### src/rtl/lkcd_defines.vh
`ifndef LKCD_DEFINES_VH
`define LKCD_DEFINES_VH

// ==========================================================
// Byte classes
`define LKCD_CMD_BIT        7
`define LKCD_DISP_PTR_MASK  8'hf0
`define LKCD_DISP_PTR_CODE  8'h00
`define LKCD_KEY_PTR_MASK   8'hfc
`define LKCD_KEY_PTR_CODE   8'h20
`define LKCD_KEY_PTR_LAST   2'h2
`define LKCD_KEY_PTR_FIRST  2'h0
`define LKCD_IRQ_PTR_CODE   8'h30
`define LKCD_SYS_CMD_MASK   8'hfc
`define LKCD_SYS_CMD_CODE   8'h80
`define LKCD_MODE_CMD_MASK  8'hf8
`define LKCD_MODE_CMD_CODE  8'ha0
`define LKCD_SCAN_CMD_MASK  8'hf8
`define LKCD_SCAN_CMD_CODE  8'hf8

// ==========================================================
// Field positions
`define LKCD_SYS_NORMAL_BIT 0
`define LKCD_SYS_DISP_BIT   1
`define LKCD_MODE_MUX_BIT   0
`define LKCD_MODE_PIN_BIT   1
`define LKCD_MODE_POL_BIT   2

// ==========================================================
// Reset values
`define LKCD_DISP_PTR_RST   4'h0
`define LKCD_KEY_PTR_RST    2'h0
`define LKCD_NORMAL_RST     1'b0
`define LKCD_DISP_ON_RST    1'b0
`define LKCD_MUX_RST        1'b0
`define LKCD_PIN_RST        1'b0
`define LKCD_POL_RST        1'b0
`define LKCD_SCAN_RST       3'h0
`define LKCD_CYCLES_RST     5'h02

// ==========================================================
// Pointer spaces
`define LKCD_SPACE_DISP     2'h0
`define LKCD_SPACE_KEY      2'h1
`define LKCD_SPACE_IRQ      2'h2

// ==========================================================
// Link framing
`define LKCD_ACK_CNT        4'h8
`define LKCD_END_CNT        4'h9

`endif

### src/rtl/lkcd_link.v
`timescale 1ns/1ps
`include "lkcd_defines.vh"

module lkcd_link #(
  parameter [6:0] SLAVE_ADDR = 7'h70
) (
  // Clock and reset
  input  wire       mclk,
  input  wire       reset,
  // Pins
  input  wire       scl_in,
  input  wire       sda_in,
  output reg        sda_oe,
  // Byte side
  input  wire [7:0] tx_byte,
  output reg        frame_start,
  output reg        rx_valid,
  output reg        rx_first,
  output reg  [7:0] rx_byte,
  output reg        rd_ack
);

  // ==========================================================
  // Synchronisers
  reg       scl_m;
  reg       scl_s;
  reg       scl_d;
  reg       sda_m;
  reg       sda_s;
  reg       sda_d;
  reg       active;
  reg       addr_phase;
  reg       rd_mode;
  reg       tx_on;
  reg       got_first;
  reg [3:0] bit_cnt;
  reg [7:0] shreg;
  reg [7:0] txreg;

  wire scl_rise = scl_s & ~scl_d;
  wire scl_fall = ~scl_s & scl_d;
  wire start_c  = scl_s & scl_d & sda_d & ~sda_s;
  wire stop_c   = scl_s & scl_d & ~sda_d & sda_s;

  always @(posedge mclk or posedge reset) begin
    if (reset) begin
      scl_m <= 1'b1;
      scl_s <= 1'b1;
      scl_d <= 1'b1;
      sda_m <= 1'b1;
      sda_s <= 1'b1;
      sda_d <= 1'b1;
    end else begin
      scl_m <= scl_in;
      scl_s <= scl_m;
      scl_d <= scl_s;
      sda_m <= sda_in;
      sda_s <= sda_m;
      sda_d <= sda_s;
    end
  end

  // ==========================================================
  // Byte framing, counted on rising clock edges
  always @(posedge mclk or posedge reset) begin
    if (reset) begin
      sda_oe      <= 1'b0;
      frame_start <= 1'b0;
      rx_valid    <= 1'b0;
      rx_first    <= 1'b0;
      rx_byte     <= 8'h00;
      rd_ack      <= 1'b0;
      active      <= 1'b0;
      addr_phase  <= 1'b0;
      rd_mode     <= 1'b0;
      tx_on       <= 1'b0;
      got_first   <= 1'b0;
      bit_cnt     <= 4'h0;
      shreg       <= 8'h00;
      txreg       <= 8'h00;
    end else begin
      frame_start <= 1'b0;
      rx_valid    <= 1'b0;
      rd_ack      <= 1'b0;
      if (start_c) begin
        active      <= 1'b1;
        addr_phase  <= 1'b1;
        tx_on       <= 1'b0;
        got_first   <= 1'b0;
        bit_cnt     <= 4'h0;
        sda_oe      <= 1'b0;
        frame_start <= 1'b1;
      end else if (stop_c) begin
        active <= 1'b0;
        tx_on  <= 1'b0;
        sda_oe <= 1'b0;
      end else if (active && scl_rise) begin
        if (bit_cnt < `LKCD_ACK_CNT) begin
          shreg   <= {shreg[6:0], sda_s};
          bit_cnt <= bit_cnt + 4'h1;
        end else if (bit_cnt == `LKCD_ACK_CNT) begin
          bit_cnt <= `LKCD_END_CNT;
          if (tx_on) begin
            if (!sda_s) begin
              rd_ack <= 1'b1;
            end else begin
              tx_on  <= 1'b0;
              active <= 1'b0;
            end
          end
        end
      end else if (active && scl_fall) begin
        if (bit_cnt == `LKCD_ACK_CNT) begin
          if (addr_phase) begin
            if (shreg[7:1] == SLAVE_ADDR) begin
              sda_oe  <= 1'b1;
              rd_mode <= shreg[0];
            end else begin
              active <= 1'b0;
            end
          end else if (!rd_mode) begin
            sda_oe    <= 1'b1;
            rx_valid  <= 1'b1;
            rx_byte   <= shreg;
            rx_first  <= ~got_first;
            got_first <= 1'b1;
          end else begin
            sda_oe <= 1'b0;
          end
        end else if (bit_cnt == `LKCD_END_CNT) begin
          bit_cnt    <= 4'h0;
          addr_phase <= 1'b0;
          if (rd_mode && (addr_phase || tx_on)) begin
            tx_on  <= 1'b1;
            txreg  <= {tx_byte[6:0], 1'b0};
            sda_oe <= ~tx_byte[7];
          end else begin
            sda_oe <= 1'b0;
          end
        end else if (tx_on && bit_cnt != 4'h0) begin
          sda_oe <= ~txreg[7];
          txreg  <= {txreg[6:0], 1'b0};
        end
      end
    end
  end

endmodule

### src/rtl/lkcd_command_decoder.v
// Operation
// - 0x0n byte loads display RAM pointer
// - Pointer 0x30 selects interrupt flag reads
// - System set: bit0 normal, bit1 display
// - Mode bit0 picks four or eight commons
// - Mode bit1 makes shared pin interrupt output
// - Mode bit2 sets interrupt output polarity
// - 0xf8 family sets key scan period
// - Undefined encodings change nothing at all
// - Period code maps to cycles by mode
// - Bytes after a command are discarded
// - Read pointers wrap within their space
`timescale 1ns/1ps
`include "lkcd_defines.vh"

module lkcd_command_decoder #(
  parameter [6:0] SLAVE_ADDR = 7'h70
) (
  // Clock and reset
  input  wire       mclk,
  input  wire       reset,
  // Serial link pins
  input  wire       scl_in,
  input  wire       sda_in,
  output reg        sda_out,
  output wire       sda_oe,
  // Read data sources
  input  wire [7:0] ram_rd_data,
  input  wire [7:0] key_rd_data,
  input  wire       irq_flag,
  // Display RAM writes
  output reg        ram_wr_en,
  output reg  [3:0] ram_wr_addr,
  output reg  [7:0] ram_wr_data,
  // Pointers
  output reg  [3:0] display_pointer_bits,
  output reg  [1:0] key_pointer_bits,
  output reg  [1:0] pointer_space,
  // Settings
  output reg        normal_mode,
  output reg        display_on,
  output reg        mux_eight_com,
  output reg        seg_pin_is_irq,
  output reg        irq_polarity,
  output reg  [2:0] scan_period_code,
  output reg  [4:0] scan_period_cycles,
  output reg        irq_pin_level
);

  // ==========================================================
  // Link framing
  wire       frame_start;
  wire       rx_valid;
  wire       rx_first;
  wire [7:0] rx_byte;
  wire       rd_ack;
  reg  [7:0] tx_byte;
  reg        discard;

  lkcd_link #(
    .SLAVE_ADDR (SLAVE_ADDR)
  ) u_link (
    .mclk        (mclk),
    .reset       (reset),
    .scl_in      (scl_in),
    .sda_in      (sda_in),
    .sda_oe      (sda_oe),
    .tx_byte     (tx_byte),
    .frame_start (frame_start),
    .rx_valid    (rx_valid),
    .rx_first    (rx_first),
    .rx_byte     (rx_byte),
    .rd_ack      (rd_ack)
  );

  // ==========================================================
  // Read data selection
  always @* begin
    case (pointer_space)
      `LKCD_SPACE_DISP: tx_byte = ram_rd_data;
      `LKCD_SPACE_KEY:  tx_byte = key_rd_data;
      `LKCD_SPACE_IRQ:  tx_byte = {7'h00, irq_flag};
      default:          tx_byte = 8'h00;
    endcase
  end

  // ==========================================================
  // Byte classification
  wire is_cmd   = rx_byte[`LKCD_CMD_BIT];
  wire is_disp  = (rx_byte & `LKCD_DISP_PTR_MASK) == `LKCD_DISP_PTR_CODE;
  wire is_key   = ((rx_byte & `LKCD_KEY_PTR_MASK) == `LKCD_KEY_PTR_CODE)
                  && (rx_byte[1:0] <= `LKCD_KEY_PTR_LAST);
  wire is_irq   = rx_byte == `LKCD_IRQ_PTR_CODE;
  wire is_sys   = (rx_byte & `LKCD_SYS_CMD_MASK) == `LKCD_SYS_CMD_CODE;
  wire is_mode  = (rx_byte & `LKCD_MODE_CMD_MASK) == `LKCD_MODE_CMD_CODE;
  wire is_scan  = (rx_byte & `LKCD_SCAN_CMD_MASK) == `LKCD_SCAN_CMD_CODE;
  wire take_hdr = rx_valid && rx_first;
  wire take_dat = rx_valid && !rx_first && !discard
                  && pointer_space == `LKCD_SPACE_DISP;

  // ==========================================================
  // Decoder and settings
  // reset defaults
  always @(posedge mclk or posedge reset) begin
    if (reset) begin
      sda_out              <= 1'b0;
      discard              <= 1'b0;
      ram_wr_en            <= 1'b0;
      ram_wr_addr          <= `LKCD_DISP_PTR_RST;
      ram_wr_data          <= 8'h00;
      display_pointer_bits <= `LKCD_DISP_PTR_RST;
      key_pointer_bits     <= `LKCD_KEY_PTR_RST;
      pointer_space        <= `LKCD_SPACE_DISP;
      normal_mode          <= `LKCD_NORMAL_RST;
      display_on           <= `LKCD_DISP_ON_RST;
      mux_eight_com        <= `LKCD_MUX_RST;
      seg_pin_is_irq       <= `LKCD_PIN_RST;
      irq_polarity         <= `LKCD_POL_RST;
      scan_period_code     <= `LKCD_SCAN_RST;
      scan_period_cycles   <= `LKCD_CYCLES_RST;
      irq_pin_level        <= 1'b1;
    end else begin
      // Open drain: the pin is only ever pulled low
      sda_out   <= 1'b0;
      ram_wr_en <= 1'b0;
      if (frame_start) begin
        discard <= 1'b0;
      end
      if (take_hdr) begin
        discard <= is_cmd | ~(is_disp | is_key | is_irq);
        if (!is_cmd) begin
          if (is_disp) begin
            display_pointer_bits <= rx_byte[3:0];
            pointer_space        <= `LKCD_SPACE_DISP;
          end else if (is_key) begin
            key_pointer_bits <= rx_byte[1:0];
            pointer_space    <= `LKCD_SPACE_KEY;
          end else if (is_irq) begin
            pointer_space <= `LKCD_SPACE_IRQ;
          end
        end else if (is_sys) begin
          normal_mode <= rx_byte[`LKCD_SYS_NORMAL_BIT];
          display_on  <= rx_byte[`LKCD_SYS_DISP_BIT];
        end else if (is_mode) begin
          mux_eight_com  <= rx_byte[`LKCD_MODE_MUX_BIT];
          seg_pin_is_irq <= rx_byte[`LKCD_MODE_PIN_BIT];
          irq_polarity   <= rx_byte[`LKCD_MODE_POL_BIT];
        end else if (is_scan) begin
          scan_period_code <= rx_byte[2:0];
        end
      end else if (take_dat) begin
        ram_wr_en            <= 1'b1;
        ram_wr_addr          <= display_pointer_bits;
        ram_wr_data          <= rx_byte;
        display_pointer_bits <= display_pointer_bits + 4'h1;
      end else if (rd_ack) begin
        if (pointer_space == `LKCD_SPACE_DISP) begin
          display_pointer_bits <= display_pointer_bits + 4'h1;
        end else if (pointer_space == `LKCD_SPACE_KEY) begin
          if (key_pointer_bits == `LKCD_KEY_PTR_LAST) begin
            key_pointer_bits <= `LKCD_KEY_PTR_FIRST;
          end else begin
            key_pointer_bits <= key_pointer_bits + 2'h1;
          end
        end
      end
      if (mux_eight_com) begin
        scan_period_cycles <= {1'b0, scan_period_code, 1'b1};
      end else begin
        scan_period_cycles <= {1'b0, scan_period_code, 1'b0} + 5'h02;
      end
      irq_pin_level <= irq_polarity ? irq_flag : ~irq_flag;
    end
  end

endmodule

### config.mk
export PLATFORM = sky130hd
export DESIGN_NAME = lkcd_command_decoder
export DESIGN_NICKNAME = d
export VERILOG_FILES = /design/src/rtl/lkcd_link.v /design/src/rtl/lkcd_command_decoder.v
export VERILOG_INCLUDE_DIRS = /design/src /design/src/rtl
export SDC_FILE = /design/constraint.sdc
export NUM_CORES = 1
export LEC_CHECK = 0
export BUFFER_PORTS_ARGS = -buffer_cell sky130_fd_sc_hd__buf_2
export CAP_MARGIN = 15
export CORE_AREA = 2 2 106 108
export CTS_BUF_LIST = sky130_fd_sc_hd__clkbuf_2 sky130_fd_sc_hd__clkbuf_4 sky130_fd_sc_hd__clkbuf_8
export DETAILED_ROUTE_END_ITERATION = 8
export DIE_AREA = 0 0 108 110
export MAX_ROUTING_LAYER = met4
export SLEW_MARGIN = 5
export SYNTH_ARGS = -nofsm -noshare
export SYNTH_HDL_FRONTEND = slang
export SYNTH_SLANG_ARGS = --single-unit
### constraint.sdc
create_clock -name mclk -period 2.84 [get_ports mclk]
set_input_delay 0.426 -clock mclk [delete_from_list [all_inputs] [get_ports mclk]]
set_output_delay 0.426 -clock mclk [all_outputs]
set_load 0.005 [all_outputs]
==> results.sh, run 1 <==
export IMPL_ctsRootBufferMaster="clkbuf_8"
export IMPL_crit_path_end="u_link.txreg[3]"
export IMPL_synth_area_um2=3650
export IMPL_dp_hpwl_mm=5.23
export IMPL_synth_xor_xnor_area_share_pct=0.960
export IMPL_synthDominantCellAreaShare_pct=48.7
export IMPL_drive_gt1_share_pct=38.1
export IMPL_io_buffer_count=56
export IMPL_num_vias=2521
export IMPL_leakagePower_nw=2.11
export IMPL_rrSetupSlack_ps=690
export IMPL_min_period_ps=2150
export IMPL_synth_area_top_cells="dfrtp_1 49%, mux2_2 14%, dfstp_2 5.8%, mux2i_1 2.7%, nand2_1 2.5%"
export IMPL_avgSynthCellArea_um2=12.0
export IMPL_ios=58
export IMPL_yosysMostFrequentCell="dfrtp_1"
export IMPL_holdBufCountCts=0
export IMPL_gp_congestion=0.868
export IMPL_clock_path_buffers=2
export IMPL_synth_flop_cell="dfrtp_1"
export IMPL_synth_fa_ha_area_share_pct=1.71
export IMPL_postLayoutCellArea_um2=4270
export IMPL_synth_cell_types=53
export IMPL_viasPerCell=4.99
export IMPL_rows=38
export IMPL_worstReg2RegEnd="u_link.txreg[3]"
export IMPL_post_route_drc_count=0
export IMPL_ant_nets=0
export IMPL_fillers=1024
export IMPL_h_tree_depth=3
export IMPL_core_area_um2=10700
export IMPL_fin_crit_sh_pct=75.7
export IMPL_fmax_mhz=465
export IMPL_worstPathArrival_ps=2390
export IMPL_cp_startpoint="u_link.bit_cnt[0]"
export IMPL_worstPathRequired_ps=3080
export IMPL_die_y_um=110
export IMPL_path_clk_slew_ps=90
export IMPL_slew_viol_final=0
export IMPL_seq_area_um2=1990
export IMPL_startpoint_type="register"
export IMPL_clock_latency_ps=360
export IMPL_status="finished clean"
export IMPL_crit_path_end_kind="register"
export IMPL_synth_top_family_by_area="multiplexers"
export IMPL_yosysSeqAreaShare_pct=54.4
export IMPL_grt_pass1_wl_mm=12.1
export IMPL_synth_warning_count=0
export IMPL_synth_compound_area_share_pct=9.12
export IMPL_clock_sinks=79
export IMPL_wl_per_cell_um=14.3
export IMPL_antennaDiodeCount=0
export IMPL_r2r_worst_path_cells=6
export IMPL_antenna_found_initial=0
export IMPL_async_reset_ff_share_pct=100
export IMPL_synth_mux_area_share_pct=17.5
export IMPL_initial_core_util_pct=34.1
export IMPL_max_slew_margin_pct=42.9
export IMPL_skew_ps=12.6
export IMPL_powerDensity_nw_per_um2=543
export IMPL_finish_utilization_pct=40.0
export IMPL_min_path_type="input pin to register"
export IMPL_wirelength_mm=7.21
export IMPL_synthToLayoutAreaGrowth_pct=17.1
export IMPL_setup_violations=0
export IMPL_synth_simple_gate_area_share_pct=12.9
export IMPL_grt_total_usage_pct=13.5
export IMPL_hold_viol_final=0
export IMPL_cts_tree="built"
export IMPL_final_nets=386
export IMPL_die_x_um=108
export IMPL_syn_nets=330
export IMPL_worst_pin_slew_ps=857
export IMPL_synth_common_cells="71 x dfrtp_1, 47 x mux2_2, 24 x nand2_1"
export IMPL_cts_buffers=9
export IMPL_synth_edf_count=0
export IMPL_first_iter_violations=85
export IMPL_grt_overflow=0
export IMPL_die_area_um2=11900
export IMPL_crit_type="register to register"
export IMPL_cp_max_fo=7
export IMPL_multiInputGateArea_um2=1540
export IMPL_grt_max_degree=52
export IMPL_fin_tns_setup_ps=0
export IMPL_syn_inst=304
export IMPL_cts_resized=0
export IMPL_peakVddDrop_uv=245
export IMPL_firstDrtPassIters=4
export IMPL_r2r_start="u_link.bit_cnt[0]"
export IMPL_grt_setup_unrepaired="no"
export IMPL_grt_pass1_vias=2520
export IMPL_synth_seq_cells=79
export IMPL_cap_violations=0
export IMPL_cts_setup_buffers=0
export IMPL_yosys_area_top_type="dfrtp_1"
export IMPL_place_area_um2=4060
==> cells by family (layout without fill, tap and decap cells) <==
kind of cell / Yosys count / count (layout)
AND/OR/NAND/NOR: 83 / 83
flip-flops: 79 / 79
buffers and inverters: 28 / 89
other: 1 / 1
AO/OA/AOI/OAI: 46 / 46
adder cells (fa/ha/maj): 5 / 5
XOR/XNOR: 4 / 4
multiplexers: 58 / 58
==> critical path, stage by stage (launching register included) <==
cell	delay [ps]
dfrtp_1	400
inv_1	90
ha_1	250
and3b_1	250
or3_4	410
a21oi_4	250
mux2_2	370
==> metrics by stage <==
step	instances	total power (W)	worst slack [ps]	hold WS, ps
floorplan	304	0.00141	404	345
global placement	489	0.00146	768	346
detailed placement	489	0.00147	711	347
CTS	505	0.00236	684	134
global route	505	0.00244	591	128
finish	505	0.00232	692	158
==> cell type report <==
| cell class | instances | area share, % |
|---|---|---|
| flip-flops and latches | 79 | 46.5 |
| multi-input cells | 197 | 36.1 |
| repair buffers | 59 | 7.08 |
| well taps | 140 | 4.10 |
| clock buffers | 9 | 2.90 |
| clock inverters | 7 | 2.05 |
| inverters | 14 | 1.26 |
==> power breakdown <==
part	switching (W)	internal, W
sequential	0.0000693	0.00120
combinational	0.0000879	0.0000922
clock	0.000448	0.000427
total	0.000605	0.00172
==> layer usage <==
metal	global-route usage (%)	vias up	part of all wire (%)
met4	4.85	0	1.1
li1	-	1207	-
met5	-	-	0
met1	16.0	1255	44
met2	22.2	51	51
met3	3.94	8	4.1
==> worst min-delay path by stage <==
stage / startpoint / endpoint / slack (ps) / depth (start not counted)
after floorplan: u_link.scl_m / u_link.scl_s / 350 / 0
after CTS: sda_in / u_link.sda_m / 130 / 1
final: sda_in / u_link.sda_m / 160 / 1
after detailed placement: u_link.scl_m / u_link.scl_s / 350 / 0
after global routing: scl_in / u_link.scl_m / 130 / 1
after global placement: u_link.scl_m / u_link.scl_s / 350 / 0
==> layout by cell type (no fill, tap or decap), types with 2 or more instances in the layout <==
| cell type | instances |
|---|---|
| nand3b_1 | 8 |
| a211o_1 | 2 |
| xnor2_1 | 4 |
| buf_4 | 3 |
| o31ai_1 | 9 |
| nor2b_1 | 2 |
| nand2b_1 | 2 |
| inv_1 | 13 |
| o21ai_0 | 12 |
| a22o_1 | 2 |
| ha_1 | 5 |
| nor4_1 | 4 |
| or4_1 | 3 |
| clkbuf_8 | 9 |
| and3b_1 | 2 |
| nand3_1 | 7 |
| nor3_1 | 5 |
| nor2_1 | 11 |
| dfrtp_1 | 71 |
| dfstp_2 | 8 |
| a21oi_1 | 8 |
| or3_1 | 2 |
| buf_2 | 56 |
| nand2_1 | 24 |
| mux2_2 | 47 |
| nand4_1 | 3 |
| clkinvlp_4 | 2 |
| mux2i_1 | 10 |
| inv_8 | 3 |
==> registers in the layout, indices dropped and copies added, names as in the netlist, 2 cells and up <==
signal                cells
ram_wr_data               8
u_link.rx_byte            8
u_link.shreg              8
u_link.txreg              7
scan_period_cycles        5
display_pointer_bits      4
ram_wr_addr               4
u_link.bit_cnt            4
scan_period_code          3
key_pointer_bits          2
pointer_space             2
Note: power is estimated with default switching activity, not from simulation.
==> inputs of run 2 (changes only) <==
Clock period 2.84 ns to 1.9 ns, I/O delays scaled along.
==> run 2 against run 1 <==
Compared with the run above:
- cell area rose by 7.5%
- wire length is 7.8% higher
- maximum frequency up 13%
- clock power is 73% higher
- total power grew 62%
- global-route usage up 0.39 points
- register-to-register slack got worse by 690 ps
==> results.sh, run 2 (synthesis results as in run 1) <==
export IMPL_dp_hpwl_mm=5.72
export IMPL_grt_setup_unrepaired="yes"
export IMPL_peakVddDrop_uv=385
export IMPL_antennaDiodeCount=0
export IMPL_whs_endpoint="u_link.sda_m"
export IMPL_first_iter_violations=108
export IMPL_powerDensity_nw_per_um2=820
export IMPL_grt_total_usage_pct=13.9
export IMPL_grt_pass1_wl_mm=12.5
export IMPL_layout_commonest_cell="dfrtp_1"
export IMPL_firstDrtPassIters=4
export IMPL_gp_congestion=0.850
export IMPL_skew_ps=11.5
export IMPL_largestRegisters="ram_wr_data (8), u_link.rx_byte (8), u_link.shreg (8)"
export IMPL_worstPathRequired_ps=2140
export IMPL_clock_latency_ps=350
export IMPL_cts_buffers=9
export IMPL_grt_overflow=0
export IMPL_worstReg2RegEnd="u_link.txreg[2]"
export IMPL_crit_path_end_kind="register"
export IMPL_synthToLayoutAreaGrowth_pct=25.8
export IMPL_rows=38
export IMPL_h_tree_depth=3
export IMPL_final_nets=412
export IMPL_place_area_um2=4270
export IMPL_min_from="sda_in"
export IMPL_drive_gt1_share_pct=43.2
export IMPL_viasPerCell=4.92
export IMPL_wl_per_cell_um=14.6
export IMPL_slew_viol_final=0
export IMPL_layout_common_cells="71 x dfrtp_1, 56 x buf_2, 40 x mux2_2"
export IMPL_initial_core_util_pct=34.1
export IMPL_grt_max_degree=32
export IMPL_fin_tns_setup_ps=0
export IMPL_leakagePower_nw=2.28
export IMPL_ios=58
export IMPL_die_y_um=110
export IMPL_io_buffer_count=56
export IMPL_min_path_type="input pin to register"
export IMPL_clock_path_buffers=2
export IMPL_r2r_worst_path_cells=7
export IMPL_cts_tree="built"
export IMPL_max_slew_margin_pct=64.7
export IMPL_total_power_w=0.00377
export IMPL_grt_pass1_vias=2598
export IMPL_setup_violations=0
export IMPL_die_area_um2=11900
export IMPL_wirelength_mm=7.78
export IMPL_startpoint_type="register"
export IMPL_post_route_drc_count=0
export IMPL_fin_crit_sh_pct=99.9
export IMPL_clock_sinks=79
export IMPL_path_clk_slew_ps=90
export IMPL_hold_path_depth=1
export IMPL_status="finished clean"
export IMPL_antenna_found_initial=0
export IMPL_rrSetupSlack_ps=1
export IMPL_num_vias=2613
export IMPL_fmax_mhz=527
export IMPL_hold_viol_final=0
export IMPL_core_area_um2=10700
export IMPL_min_period_ps=1900
export IMPL_worstPathArrival_ps=2140
export IMPL_r2r_start="u_link.bit_cnt[1]"
export IMPL_crit_type="register to register"
export IMPL_ant_nets=0
export IMPL_die_x_um=108
export IMPL_cp_max_fo=7
export IMPL_finish_utilization_pct=42.9
export IMPL_worst_pin_slew_ps=529
export IMPL_ctsRootBufferMaster="clkbuf_8"
export IMPL_postLayoutCellArea_um2=4590
export IMPL_cap_violations=0
run 2: changes by cell type in the layout (fill, tap and decap cells not counted), sizes merged:
cell,before,now
dlygate4sd3,0,1
inv,17,14
clkinv,1,2
buf,59,84
bufinv,1,3
run 2: worst max-delay path by stage:
stage          depth (start not counted)         startpoint              end
6_report                               7  u_link.bit_cnt[1]  u_link.txreg[2]
5_1_grt                                7  u_link.bit_cnt[1]  u_link.txreg[2]
4_1_cts                                6  u_link.bit_cnt[0]  u_link.txreg[2]
3_5_place_dp                           6  u_link.bit_cnt[0]  u_link.txreg[2]
3_3_place_gp                           6  u_link.bit_cnt[0]  u_link.txreg[4]
2_1_floorplan                          6  u_link.bit_cnt[1]  u_link.txreg[2]
run 2: final cells by class:
cell class	count	area, µm²
Sequential cell	79	1990
Clock inverter	7	120
Fill cell	1009	6100
Inverter	14	56.3
Multi-Input combinational cell	197	1590
Timing Repair Buffer	85	542
Clock buffer	9	124
Tap cell	140	175
run 2: power breakdown:
group / switching [W] / internal (W)
logic: 0.000164 / 0.000207
clock network: 0.000634 / 0.000877
registers: 0.0000990 / 0.00179
run 2: stage by stage:
stage | hold WS (ps) | worst slack (ps) | cells
global placement | 347 | 24.3 | 512
CTS | 13.7 | -29.1 | 529
detailed placement | 348 | -36.4 | 512
finish | 25.1 | 1.38 | 531
floorplan | 289 | -82.9 | 304
global route | 9.82 | -39.7 | 531
run 2: repair_timing:
item                                    4_1_cts  5_1_grt
setup buffers                                 0        2
pin swaps                                     1        1
hold buffers                                  1        0
resized for setup                             1       10
hold endpoints to repair                     13        0
endpoints found under the setup margin        6       15
run 2: per-layer routing:
| metal | routed length [µm] | GRT usage [%] |
|---|---|---|
| met4 | 124 | 5.13 |
| met5 | 0 | - |
| met2 | 3830 | 22.6 |
| met1 | 3550 | 17.1 |
| met3 | 277 | 3.23 |
run 2: critical path: stages (launching register included):
cell and delay (ps):
dfrtp_1 400, inv_2 90, ha_1 160, nand3b_1 120
or3_4 400, a21oi_4 170, buf_12 140, mux2_4 300
